===== config.mk =====
export PLATFORM = sky130hd
export DESIGN_NAME = rtc_bus_calendar_core
export DESIGN_NICKNAME = d
export VERILOG_FILES = /design/src/rtc_pkg.sv /design/src/rtc_bus_calendar_core.sv
export SDC_FILE = /design/constraint.sdc
export NUM_CORES = 2
export LEC_CHECK = 0
export ABC_AREA = 0
export BUFFER_PORTS_ARGS = -buffer_cell sky130_fd_sc_hd__buf_4
export CAP_MARGIN = 20
export CORE_ASPECT_RATIO = 1.4
export CORE_MARGIN = 4
export CORE_UTILIZATION = 45
export DETAILED_ROUTE_END_ITERATION = 6
export PLACE_DENSITY = 0.56
export SLEW_MARGIN = 5
export SYNTH_ARGS = -nofsm -noshare
export SYNTH_HDL_FRONTEND = slang
export SYNTH_SLANG_ARGS = --single-unit

===== constraint.sdc =====
create_clock -name clk_i -period 13.2 [get_ports clk_i]
set_clock_uncertainty 0.1 [all_clocks]
set_input_delay 0 -clock clk_i [delete_from_list [all_inputs] [get_ports clk_i]]
set_output_delay 0 -clock clk_i [all_outputs]
set_load 0.01 [all_outputs]

===== src/rtc_pkg.sv =====
// shared constants and types for the bus calendar core
package rtc_pkg;
	// timing, each in its own unit, then in clock cycles
	localparam int CLK_HZ     = 125_000_000;
	localparam int SEC_MS     = 1000;
	localparam int RCL_MS     = 100;
	localparam int UIP_US     = 244;
	localparam int TAP_HZ     = 32768;
	localparam int SEC_CYCLES = SEC_MS * (CLK_HZ / 1000);
	localparam int RCL_CYCLES = RCL_MS * (CLK_HZ / 1000);
	localparam int UIP_CYCLES = UIP_US * (CLK_HZ / 1_000_000);
	localparam int TAP_CYCLES = CLK_HZ / TAP_HZ;
	// location map
	localparam logic [6:0] OFS_SEC    = 7'h00;
	localparam logic [6:0] OFS_SEC_AL = 7'h01;
	localparam logic [6:0] OFS_MIN    = 7'h02;
	localparam logic [6:0] OFS_MIN_AL = 7'h03;
	localparam logic [6:0] OFS_HR     = 7'h04;
	localparam logic [6:0] OFS_HR_AL  = 7'h05;
	localparam logic [6:0] OFS_WDAY   = 7'h06;
	localparam logic [6:0] OFS_DATE   = 7'h07;
	localparam logic [6:0] OFS_MONTH  = 7'h08;
	localparam logic [6:0] OFS_YEAR   = 7'h09;
	localparam logic [6:0] OFS_CTRL_A = 7'h0a;
	localparam logic [6:0] OFS_CTRL_B = 7'h0b;
	localparam logic [6:0] OFS_CTRL_C = 7'h0c;
	localparam logic [6:0] OFS_CTRL_D = 7'h0d;
	localparam logic [6:0] OFS_RAM    = 7'h0e;
	localparam int         RAM_BYTES  = 114;
	// field positions
	localparam int A_UIP  = 7;
	localparam int B_SET  = 7;
	localparam int B_PIE  = 6;
	localparam int B_AIE  = 5;
	localparam int B_UIE  = 4;
	localparam int B_SQUARE_WAVE_ENABLE = 3;
	localparam int B_DM   = 2;
	localparam int B_24H  = 1;
	localparam int D_VRT  = 7;
	// reset and fixed values
	localparam logic [6:0] CTRL_A_RST = 7'h26;
	localparam logic [7:0] CTRL_B_RST = 8'h02;
	localparam logic [7:0] RAM_FILL   = 8'hff;
	localparam logic [2:0] DV_RUN     = 3'h2;
	localparam logic [1:0] ALARM_ANY  = 2'h3;

	typedef enum logic [1:0] {
		CLR_IDLE  = 2'b00,
		CLR_ARMED = 2'b01,
		CLR_FILL  = 2'b11,
		CLR_DONE  = 2'b10
	} clr_state_t;

	typedef struct packed {
		logic pf;
		logic af;
		logic uf;
	} event_t;

	typedef struct packed {
		logic [2:0]      as_p;
		logic [2:0]      ds_p;
		logic [2:0]      rw_p;
		logic [1:0]      rst_p;
		logic [1:0]      rcl_p;
		logic [6:0]      addr;
		logic [7:0]      wdata;
		logic            ce_seen;
		logic [9:0][7:0] tm;
		logic [6:0]      reg_a;
		logic [7:0]      reg_b;
		event_t          flags;
		logic [7:0]      dq_out;
		logic            dq_oe;
		logic            square_wave_out;
		logic            tap_q;
		logic [31:0]     pre_cnt;
		logic [15:0]     div;
		logic [31:0]     sec_cnt;
		clr_state_t      clr;
		logic [31:0]     rcl_cnt;
		logic [6:0]      clr_idx;
	} state_t;
endpackage


===== src/rtc_bus_calendar_core.sv =====
// clock and calendar core with a multiplexed byte bus
//
// Notes on behaviour
// - square-wave pin follows one of 13 divider taps, gated by its enable bit.
// - address on the shared lines is captured on the address strobe falling edge.
// - reads drive eight bits from the strobe's leading edge and release at its end.
// - bus-style pin high picks one strobe convention, low the other.
// - read drivers switch on at the data strobe falling edge with the style pin low, at its rising edge with it high.
// - without chip enable the address is still latched but no data moves.
// - interrupt pin is pulled low while any flag meets its enable bit.
// - reading the third control register lets the interrupt pin float.
// - reset pin low clears periodic, alarm, update and square-wave enables.
// - reset pin low clears all event flags and floats the interrupt pin.
// - bus accesses are ignored while the reset pin is low.
// - clear pin low for 100 ms while the oscillator runs fills all 114 user bytes with ff.
// - map: ten time bytes, four control bytes, 114 user bytes.
// - third and fourth control registers and first register bit 7 are read-only.
// - seconds, minutes, weekday, date, month and year ranges per data format.
// - twelve-hour mode uses hour bit 7 as afternoon; 24-hour spans 0 to 23.
// - once a second time advances, then alarm bytes are compared.
// - update-inhibit bit stops time advance while host sets the clock.
// - data-format bit picks binary or BCD for every update.
// - hour-format bit picks 12 or 24 hour counting.
// - time and user bytes stay accessible during an update.
// - event flags are set regardless of their enable bits.
`timescale 1ns/1ps
module rtc_bus_calendar_core #(
	parameter int SEC_CYC = rtc_pkg::SEC_CYCLES,
	parameter int RCL_CYC = rtc_pkg::RCL_CYCLES,
	parameter int UIP_CYC = rtc_pkg::UIP_CYCLES
) (
	// clock and reset
	input  wire logic       clk_i,
	input  wire logic       arst_n_i,
	// multiplexed bus
	input  wire logic [7:0] shared_addr_data_lines_i,
	output logic      [7:0] shared_addr_data_lines_o,
	output logic            shared_addr_data_lines_oe_o,
	input  wire logic       address_latch_strobe_i,
	input  wire logic       data_read_strobe_i,
	input  wire logic       read_write_i,
	input  wire logic       chip_enable_n_i,
	input  wire logic       bus_style_select_i,
	// control pins
	input  wire logic       device_reset_n_i,
	input  wire logic       user_ram_clear_n_i,
	// outputs, plus the interrupt pin input
	output logic            square_wave_out_o,
	input  wire logic       irq_req_i,
	output logic            irq_req_o,
	output logic            irq_req_oe_o
);
	rtc_pkg::state_t st_r;
	rtc_pkg::state_t st_nxt;
	rtc_pkg::event_t ev;
	logic [7:0]      ram [rtc_pkg::RAM_BYTES];
	logic            ram_we;
	logic [6:0]      ram_wa;
	logic [7:0]      ram_wd;
	logic [7:0]      ram_q;
	logic [7:0]      rd_mux;
	logic            bus_style_select, as_fall, ds_rise, ds_fall, rw_rise;
	logic            rd_go, rd_stop, wr_go, wcap, dev_rst, acc_ok;
	logic            osc_run, tick, upd, uip, irq_summary_flag, tap_now, alarm_hit;
	logic [9:0][7:0] tm_adv;

	function automatic logic [7:0] to_num(input logic [7:0] v, input logic b);
		return b ? v : 8'({4'h0, v[7:4]} * 8'h0a + {4'h0, v[3:0]});
	endfunction

	function automatic logic [7:0] to_code(input logic [7:0] n, input logic b);
		logic [7:0] t;
		t = n / 8'h0a;
		return b ? n : {t[3:0], 4'(n - 8'(t * 8'h0a))};
	endfunction

	function automatic logic [7:0] month_days(input logic [7:0] mo, input logic [7:0] yr);
		case (mo)
			8'h02: return (yr[1:0] == 2'h0) ? 8'h1d : 8'h1c;
			8'h04, 8'h06, 8'h09, 8'h0b: return 8'h1e;
			default: return 8'h1f;
		endcase
	endfunction

	function automatic logic tap_bit(input logic [3:0] rate, input logic [15:0] dv);
		case (rate)
			4'h0: return 1'b0;
			4'h1: return dv[6];
			4'h2: return dv[7];
			default: return dv[4'(rate - 4'h2)];
		endcase
	endfunction

	function automatic logic al_match(input logic [7:0] al, input logic [7:0] now);
		return (al[7:6] == rtc_pkg::ALARM_ANY) || (al == now);
	endfunction

	// strobe edges come from the second and third synchroniser stages
	assign as_fall = st_r.as_p[2] & ~st_r.as_p[1];
	assign ds_rise = ~st_r.ds_p[2] & st_r.ds_p[1];
	assign ds_fall = st_r.ds_p[2] & ~st_r.ds_p[1];
	assign rw_rise = ~st_r.rw_p[2] & st_r.rw_p[1];
	assign dev_rst = ~st_r.rst_p[1];
	// style pin high: strobe plus direction; low: separate read and write strobes
	assign bus_style_select = bus_style_select_i;
	// in read-strobe style the falling edge starts the drive
	assign rd_go   = bus_style_select ? (ds_rise & st_r.rw_p[1]) : ds_fall;
	assign rd_stop = bus_style_select ? ds_fall : (ds_rise | rw_rise);
	assign wr_go   = bus_style_select ? (ds_fall & ~st_r.rw_p[1]) : rw_rise;
	// data is captured from the pins while the write strobe is still active
	assign wcap    = bus_style_select ? (data_read_strobe_i & ~read_write_i) : ~read_write_i;
	// data moves only when chip enable was seen during the strobe
	assign acc_ok  = st_r.ce_seen & ~dev_rst;

	assign osc_run = st_r.reg_a[6:4] == rtc_pkg::DV_RUN;
	assign tick    = osc_run && (st_r.sec_cnt == 32'(SEC_CYC - 1));
	// the inhibit bit holds the time bytes
	assign upd     = tick & ~st_r.reg_b[rtc_pkg::B_SET];
	assign uip     = osc_run & ~st_r.reg_b[rtc_pkg::B_SET] & (st_r.sec_cnt >= 32'(SEC_CYC - UIP_CYC));
	assign tap_now = tap_bit(st_r.reg_a[3:0], st_r.div);
	// any flag with its enable pulls the pin low
	assign irq_summary_flag    = |(st_r.flags & st_r.reg_b[rtc_pkg::B_PIE:rtc_pkg::B_UIE]);

	assign ram_q = (st_r.addr >= rtc_pkg::OFS_RAM) ? ram[st_r.addr - rtc_pkg::OFS_RAM] : 8'h00;

	// read decode, control registers at 10 to 13
	always_comb begin
		case (st_r.addr)
			rtc_pkg::OFS_CTRL_A: rd_mux = {uip, st_r.reg_a};
			rtc_pkg::OFS_CTRL_B: rd_mux = st_r.reg_b;
			rtc_pkg::OFS_CTRL_C: rd_mux = {irq_summary_flag, st_r.flags, 4'h0};
			rtc_pkg::OFS_CTRL_D: rd_mux = 8'(1 << rtc_pkg::D_VRT);
			default: begin
				// user and time bytes are read without waiting on updates
				rd_mux = (st_r.addr < rtc_pkg::OFS_CTRL_A) ? st_r.tm[st_r.addr[3:0]] : ram_q;
			end
		endcase
	end

	// time advance, one second at a time
	always_comb begin
		logic       b, pm, c_h, c_d, c_mo, c_y;
		logic [7:0] s0, m0, h0, hh, wd0, dt0, mo0, yr0, h12;
		b      = st_r.reg_b[rtc_pkg::B_DM];
		h0     = 8'h00;
		tm_adv = st_r.tm;
		s0     = to_num(st_r.tm[rtc_pkg::OFS_SEC], b);
		m0     = to_num(st_r.tm[rtc_pkg::OFS_MIN], b);
		wd0    = st_r.tm[rtc_pkg::OFS_WDAY];
		dt0    = to_num(st_r.tm[rtc_pkg::OFS_DATE], b);
		mo0    = to_num(st_r.tm[rtc_pkg::OFS_MONTH], b);
		yr0    = to_num(st_r.tm[rtc_pkg::OFS_YEAR], b);
		pm     = st_r.tm[rtc_pkg::OFS_HR][7];
		hh     = to_num({1'b0, st_r.tm[rtc_pkg::OFS_HR][6:0]}, b);
		// hours are counted internally as 0 to 23
		if (st_r.reg_b[rtc_pkg::B_24H]) begin
			h0 = to_num(st_r.tm[rtc_pkg::OFS_HR], b);
		end else begin
			h0 = (hh == 8'h0c) ? (pm ? 8'h0c : 8'h00) : (pm ? hh + 8'h0c : hh);
		end
		// seconds and minutes wrap at 59
		c_h  = (s0 == 8'h3b) && (m0 == 8'h3b);
		c_d  = c_h && (h0 == 8'h17);
		c_mo = c_d && (dt0 >= month_days(mo0, yr0));
		c_y  = c_mo && (mo0 >= 8'h0c);
		s0   = (s0 == 8'h3b) ? 8'h00 : s0 + 8'h01;
		if (s0 == 8'h00) begin
			m0 = (m0 == 8'h3b) ? 8'h00 : m0 + 8'h01;
		end
		if (c_h) begin
			h0 = (h0 == 8'h17) ? 8'h00 : h0 + 8'h01;
		end
		if (c_d) begin
			wd0 = (wd0 >= 8'h07) ? 8'h01 : wd0 + 8'h01;
			dt0 = c_mo ? 8'h01 : dt0 + 8'h01;
		end
		if (c_mo) begin
			mo0 = c_y ? 8'h01 : mo0 + 8'h01;
		end
		if (c_y) begin
			yr0 = (yr0 == 8'h63) ? 8'h00 : yr0 + 8'h01;
		end
		// every byte is written back in the selected format
		tm_adv[rtc_pkg::OFS_SEC]   = to_code(s0, b);
		tm_adv[rtc_pkg::OFS_MIN]   = to_code(m0, b);
		tm_adv[rtc_pkg::OFS_WDAY]  = wd0;
		tm_adv[rtc_pkg::OFS_DATE]  = to_code(dt0, b);
		tm_adv[rtc_pkg::OFS_MONTH] = to_code(mo0, b);
		tm_adv[rtc_pkg::OFS_YEAR]  = to_code(yr0, b);
		// twelve-hour mode puts the afternoon flag in bit 7
		h12 = (h0 >= 8'h0c) ? h0 - 8'h0c : h0;
		h12 = (h12 == 8'h00) ? 8'h0c : h12;
		h12 = to_code(h12, b);
		if (st_r.reg_b[rtc_pkg::B_24H]) begin
			tm_adv[rtc_pkg::OFS_HR] = to_code(h0, b);
		end else begin
			tm_adv[rtc_pkg::OFS_HR] = {h0 >= 8'h0c, h12[6:0]};
		end
		// alarm is compared against the advanced time
		alarm_hit = al_match(st_r.tm[rtc_pkg::OFS_SEC_AL], tm_adv[rtc_pkg::OFS_SEC])
			&& al_match(st_r.tm[rtc_pkg::OFS_MIN_AL], tm_adv[rtc_pkg::OFS_MIN])
			&& al_match(st_r.tm[rtc_pkg::OFS_HR_AL], tm_adv[rtc_pkg::OFS_HR]);
	end

	// events raise flags whatever the enables say
	always_comb begin
		ev.pf = tap_now & ~st_r.tap_q;
		ev.af = upd & alarm_hit;
		ev.uf = upd;
	end

	always_comb begin
		st_nxt = st_r;
		ram_we = 1'b0;
		ram_wa = 7'h00;
		ram_wd = 8'h00;
		// two-stage synchronisers, plus an edge stage on strobe and direction
		st_nxt.as_p  = {st_r.as_p[1:0], address_latch_strobe_i};
		st_nxt.ds_p  = {st_r.ds_p[1:0], data_read_strobe_i};
		st_nxt.rw_p  = {st_r.rw_p[1:0], read_write_i};
		st_nxt.rst_p = {st_r.rst_p[0], device_reset_n_i};
		st_nxt.rcl_p = {st_r.rcl_p[0], user_ram_clear_n_i};
		if (wcap) begin
			st_nxt.wdata = shared_addr_data_lines_i;
		end
		if ((bus_style_select ? data_read_strobe_i : (~data_read_strobe_i | ~read_write_i)) && !chip_enable_n_i) begin
			st_nxt.ce_seen = 1'b1;
		end
		// timebase: tap prescaler, tap divider and one-second counter
		st_nxt.tap_q = tap_now;
		if (!osc_run) begin
			st_nxt.pre_cnt = 32'h0;
			st_nxt.div     = 16'h0;
			st_nxt.sec_cnt = 32'h0;
		end else begin
			st_nxt.pre_cnt = (st_r.pre_cnt == 32'(rtc_pkg::TAP_CYCLES - 1)) ? 32'h0 : st_r.pre_cnt + 32'h1;
			if (st_r.pre_cnt == 32'(rtc_pkg::TAP_CYCLES - 1)) begin
				st_nxt.div = st_r.div + 16'h1;
			end
			st_nxt.sec_cnt = tick ? 32'h0 : st_r.sec_cnt + 32'h1;
		end
		// square wave gated by its enable
		st_nxt.square_wave_out = st_r.reg_b[rtc_pkg::B_SQUARE_WAVE_ENABLE] & tap_now;
		// one-second advance of the time bytes
		if (upd) begin
			st_nxt.tm = tm_adv;
		end
		// reset pin blocks the bus and clears enables and flags
		if (dev_rst) begin
			st_nxt.reg_b[rtc_pkg::B_PIE:rtc_pkg::B_SQUARE_WAVE_ENABLE] = 4'h0;
			st_nxt.flags = '0;
			st_nxt.dq_oe = 1'b0;
		end else begin
			// address captured on the falling strobe edge
			if (as_fall) begin
				st_nxt.addr    = shared_addr_data_lines_i[6:0];
				st_nxt.ce_seen = 1'b0;
			end
			// read data comes from a flop, released at the end of the strobe
			if (rd_stop) begin
				st_nxt.dq_oe = 1'b0;
			end
			if (rd_go && acc_ok) begin
				st_nxt.dq_out = rd_mux;
				st_nxt.dq_oe  = 1'b1;
				// reading the third register clears the flags
				if (st_r.addr == rtc_pkg::OFS_CTRL_C) begin
					st_nxt.flags = '0;
				end
			end
			if (wr_go && acc_ok) begin
				// read-only locations and bit 7 of the first register ignore writes
				case (st_r.addr)
					rtc_pkg::OFS_CTRL_A: st_nxt.reg_a = st_r.wdata[6:0];
					rtc_pkg::OFS_CTRL_B: st_nxt.reg_b = st_r.wdata;
					rtc_pkg::OFS_CTRL_C, rtc_pkg::OFS_CTRL_D: st_nxt.reg_b = st_nxt.reg_b;
					default: begin
						if (st_r.addr < rtc_pkg::OFS_CTRL_A) begin
							st_nxt.tm[st_r.addr[3:0]] = st_r.wdata;
						end else begin
							// user bytes are writable at any time except while the clear fill runs
							ram_we = 1'b1;
							ram_wa = st_r.addr - rtc_pkg::OFS_RAM;
							ram_wd = st_r.wdata;
						end
					end
				endcase
			end
			// a new event wins over a clear in the same cycle
			st_nxt.flags = st_nxt.flags | ev;
		end
		// clear pin held low long enough with the oscillator running fills the user bytes
		case (st_r.clr)
			rtc_pkg::CLR_IDLE: begin
				st_nxt.rcl_cnt = 32'h0;
				if (!st_r.rcl_p[1] && osc_run) begin
					st_nxt.clr = rtc_pkg::CLR_ARMED;
				end
			end
			rtc_pkg::CLR_ARMED: begin
				st_nxt.rcl_cnt = st_r.rcl_cnt + 32'h1;
				st_nxt.clr_idx = 7'h00;
				if (st_r.rcl_p[1] || !osc_run) begin
					st_nxt.clr = rtc_pkg::CLR_IDLE;
				end else if (st_r.rcl_cnt == 32'(RCL_CYC - 1)) begin
					st_nxt.clr = rtc_pkg::CLR_FILL;
				end
			end
			rtc_pkg::CLR_FILL: begin
				ram_we         = 1'b1;
				ram_wa         = st_r.clr_idx;
				ram_wd         = rtc_pkg::RAM_FILL;
				st_nxt.clr_idx = st_r.clr_idx + 7'h01;
				if (st_r.clr_idx == 7'(rtc_pkg::RAM_BYTES - 1)) begin
					st_nxt.clr = rtc_pkg::CLR_DONE;
				end
			end
			rtc_pkg::CLR_DONE: begin
				if (st_r.rcl_p[1]) begin
					st_nxt.clr = rtc_pkg::CLR_IDLE;
				end
			end
			default: st_nxt.clr = rtc_pkg::CLR_IDLE;
		endcase
	end

	always_ff @(posedge clk_i or negedge arst_n_i) begin
		if (!arst_n_i) begin
			st_r       <= '0;
			st_r.as_p  <= 3'h0;
			st_r.ds_p  <= 3'h7;
			st_r.rw_p  <= 3'h7;
			st_r.rcl_p <= 2'h3;
			st_r.reg_a <= rtc_pkg::CTRL_A_RST;
			st_r.reg_b <= rtc_pkg::CTRL_B_RST;
			st_r.clr   <= rtc_pkg::CLR_IDLE;
		end else begin
			st_r <= st_nxt;
		end
	end

	// user bytes keep no reset value
	always_ff @(posedge clk_i) begin
		if (ram_we) begin
			ram[ram_wa] <= ram_wd;
		end
	end

	assign shared_addr_data_lines_o    = st_r.dq_out;
	assign shared_addr_data_lines_oe_o = st_r.dq_oe;
	assign square_wave_out_o           = st_r.square_wave_out;
	assign irq_req_o                   = 1'b0;
	assign irq_req_oe_o                = irq_summary_flag;
endmodule


==> results.toml <==
[drt]
detail_route.iter0.violations = 2681
drt_first_pass_iters = 6
postRouteWirelength_mm = 148
remaining_drc_errors = 0
ant_nets = 0
detail_route.wl_per_cell_um = 25.0
post_drt_via_cell_ratio = 5.96
via_count = 35300

[critical_path]
critical_path_peak_fanout = 14
crit_path_top_delay_cell = "sky130_fd_sc_hd__nor4_2"
timing.critical_path.to_type = "register"
cp.required_ns = 13.72
type_of_the_setup_path_with_the_least_slack = "register to register"
timing.critical_path.mode_cell = "sky130_fd_sc_hd__ha_1"
cp.arrival_ns = 11.70
worstSetupStartpointType = "register"
cp_slowest_stage_delay_ns = 0.72

[synthesis]
synth_most_common_cell = "sky130_fd_sc_hd__edfxtp_1"
avgSynthCellArea_sq_um = 13.8
number_of_synthesized_register_bits = 1171
synthDominantAreaCellType = "sky130_fd_sc_hd__edfxtp_1"
post_synth_main_area_contributors = "sky130_fd_sc_hd__edfxtp_1, sky130_fd_sc_hd__mux4_2, sky130_fd_sc_hd__dfrtp_1"
synth.cell_area_sq_um = 57400
synth_xor_xnor_area_share_pct = 2.98
synthMuxAreaShare_pct = 14.7
synth_cell_types = 117
synth_cells = 4161
postSynth.asyncResetShare_pct = 22.1
synth_flop_cell = "sky130_fd_sc_hd__edfxtp_1"
combinational_family_with_the_most_area_after_synthesis = "multiplexers"
mappedNetlistNets = 4293
yosysTopAreaCellShare_pct = 47.7
yosysSeqAreaShare_pct = 59.0
synth_commonest_cells = "sky130_fd_sc_hd__edfxtp_1, sky130_fd_sc_hd__nor2_1, sky130_fd_sc_hd__nand2_1"
synth-adder-area-share_pct = 2.79
synth_simple_gate_area_share_pct = 10.1
synth-compound-area-share_pct = 8.09
synthesis.yosys.warnings = 0
synth_enable_flop_cells = 912

[layout]
postLayoutCellArea_sq_um = 63600
filler_cell_count = 10700
drive_gt1_share_pct = 16.5
non_filler_instance_count_after_layout = 5919
areaGrowthSynthToFinish_pct = 10.8
finish.net_count = 4315

[timing]
tightest_slew_ns = 1.06
slew_viol_final = 0
setup_violations = 0
grt_setup_unrepaired = "false"
fin_crit_sh_pct = 84.7
final.min_clock_period_ns = 11.18
timing.fmax_mhz = 89.4
slew-limit-headroom_pct = 28.6
timing.final.ws_setup_ns = 2.02
finalHoldViolCount = 0
setup-tns-final_ns = 0

[place]
placedInstanceArea_sq_um = 59300
globalplace.congestion = 0.891
numPlacedInstances = 5665
port_buffers = 27
preCtsSetupSlack_ns = 2.04
hpwlAfterDp_mm = 97.1

[global_route]
grt_overflow = 0
grt_antenna_before_repair = 1
grt.total_usage_pct = 22.3
pin_count_of_the_biggest_net_entering_global_routing = 120
grt_first_pass_wirelength_mm = 224
first_global_vias = 35500

[clock_network]
tritoncts_num_sinks = 1171
clkLatencyLatePin_ns = 0.72
postCtsHoldBufs = 40
postCtsSetupRepairBufs = 0
post_cts_sizing = 0
tritoncts_clock_tree = "done"
inserted_clock_buffers = 114
cts.root.buffer_cell = "sky130_fd_sc_hd__clkbuf_16"
cts_htree_levels = 3
clk_pin_slew_ns = 0.06
cts-root-to-sink-buffers = 3

[floorplan]
die-area_sq_um = 133000
rows = 154
initial_core_utilization_pct = 45.5
core_area_sq_um = 126000
boundaryPins = 30
die_width_um = 310
die_height_um = 431

[pwr]
ir_drop_uv = 217
power.leakage_nw = 21.4
power-per-cell-area_nw_per_um2 = 184

[run_status]
status = "finished clean"

[flow_run]
cap_violations = 0

[worst_hold_path]
min-delay-path-class = "primary input to register"
-- per-layer routing --
metal	vias up	part of all wire (%)	track usage, %
met3	276	4.0	2.80
met2	824	52	39.3
met1	18000	40	27.7
met4	0	4.4	9.37
met5	-	0	0
li1	16200	-	-
-- cell families (layout without fill, tap and decap cells) --
kind of cell,after synthesis,count (layout)
flip-flops,1171,1171
multiplexers,449,449
buffers and inverters,317,436
adder cells (fa/ha/maj),117,117
AO/OA/AOI/OAI,692,692
other,1,2
AND/OR/NAND/NOR,1222,1222
XOR/XNOR,192,192
-- path summary, 6_finish.rpt --
kind | cells after the start | slack, ns | startpoint | to
worst max-delay path | 40 | 2.02 | st_r[171] | st_r[133]
max in group asynchronous | 4 | 11.69 | arst_n_i | st_r[240]
worst max register to register | 40 | 2.02 | st_r[171] | st_r[133]
worst min-delay path | 3 | 0.06 | shared_addr_data_lines_i[2] | st_r[241]
worst min register to register | 0 | 0.25 | st_nxt[249] | st_r[249]
min in group asynchronous | 3 | 0.29 | arst_n_i | st_nxt[247]
-- stage by stage --
step	utilization, %	hold WS [ns]	total power [mW]
6_report	50.4	0.0583	11.7
3_5_place_dp	47.0	-0.146	8.40
5_1_grt	50.4	0.0261	12.3
2_1_floorplan	-	-0.396	7.36
4_1_cts	50.4	0.000578	11.8
3_3_place_gp	47.0	-0.145	8.40
-- cells in the final DEF, fill, tap and decap left out, drive strengths merged, types with 18 or more instances in the layout --
master	count
dfrtp	247
mux2i	96
nor4	26
a31oi	36
and2	23
o211ai	34
and3	41
a211oi	30
a21oi	148
nand2b	18
or3	31
ha	95
nand2	316
dlygate4sd3	39
nor2b	30
xor2	88
o31ai	26
edfxtp	912
clkbuf	142
o21ai	200
mux2	44
clkinv	43
nor3	61
mux4	309
nand4	53
nor2	415
buf	89
xnor2	103
fa	19
inv	95
nand3	127
-- state kept, by name, summed over array words and instances, names as in the netlist --
register	count
square_wave_out_o	1
shared_addr_data_lines_oe_o	1
shared_addr_data_lines_o	8
st_r	241
st_nxt	8
ram	912
-- final cells by class --
type / instances / area (sq um) / area share [%]
antenna: 1 / 2.50 / 0.00394
clock buffer: 142 / 3000 / 4.72
clock inverter: 71 / 835 / 1.31
inverter: 95 / 357 / 0.561
multi-input combinational: 2673 / 22300 / 35.1
sequential: 1171 / 33900 / 53.3
tap: 1638 / 2050 / 3.22
timing repair buffer: 128 / 1110 / 1.75
-- report_power, final --
part           total, mW  switching [mW]  internal, mW  leakage [nW]
combinational       4.28            2.50          1.78          8.01
clock               3.33            1.43          1.90          1.82
sequential          4.08          0.0831          3.99          11.5
total               11.7            4.01          7.67          21.4
-- worst max-delay path, delay by kind of cell (launching register included) --
kind | cells | cell delay, ns
and+or+nand+nor | 13 | 4.11
buffers and inverters | 4 | 0.46
DFF | 1 | 0.49
adders and majority gates | 9 | 2.94
muxes | 1 | 0.50
AOI/OAI and AO/OA | 12 | 2.31
xor gates and xnor gates | 1 | 0.14
No activity file was read; power rests on OpenSTA's default activity.
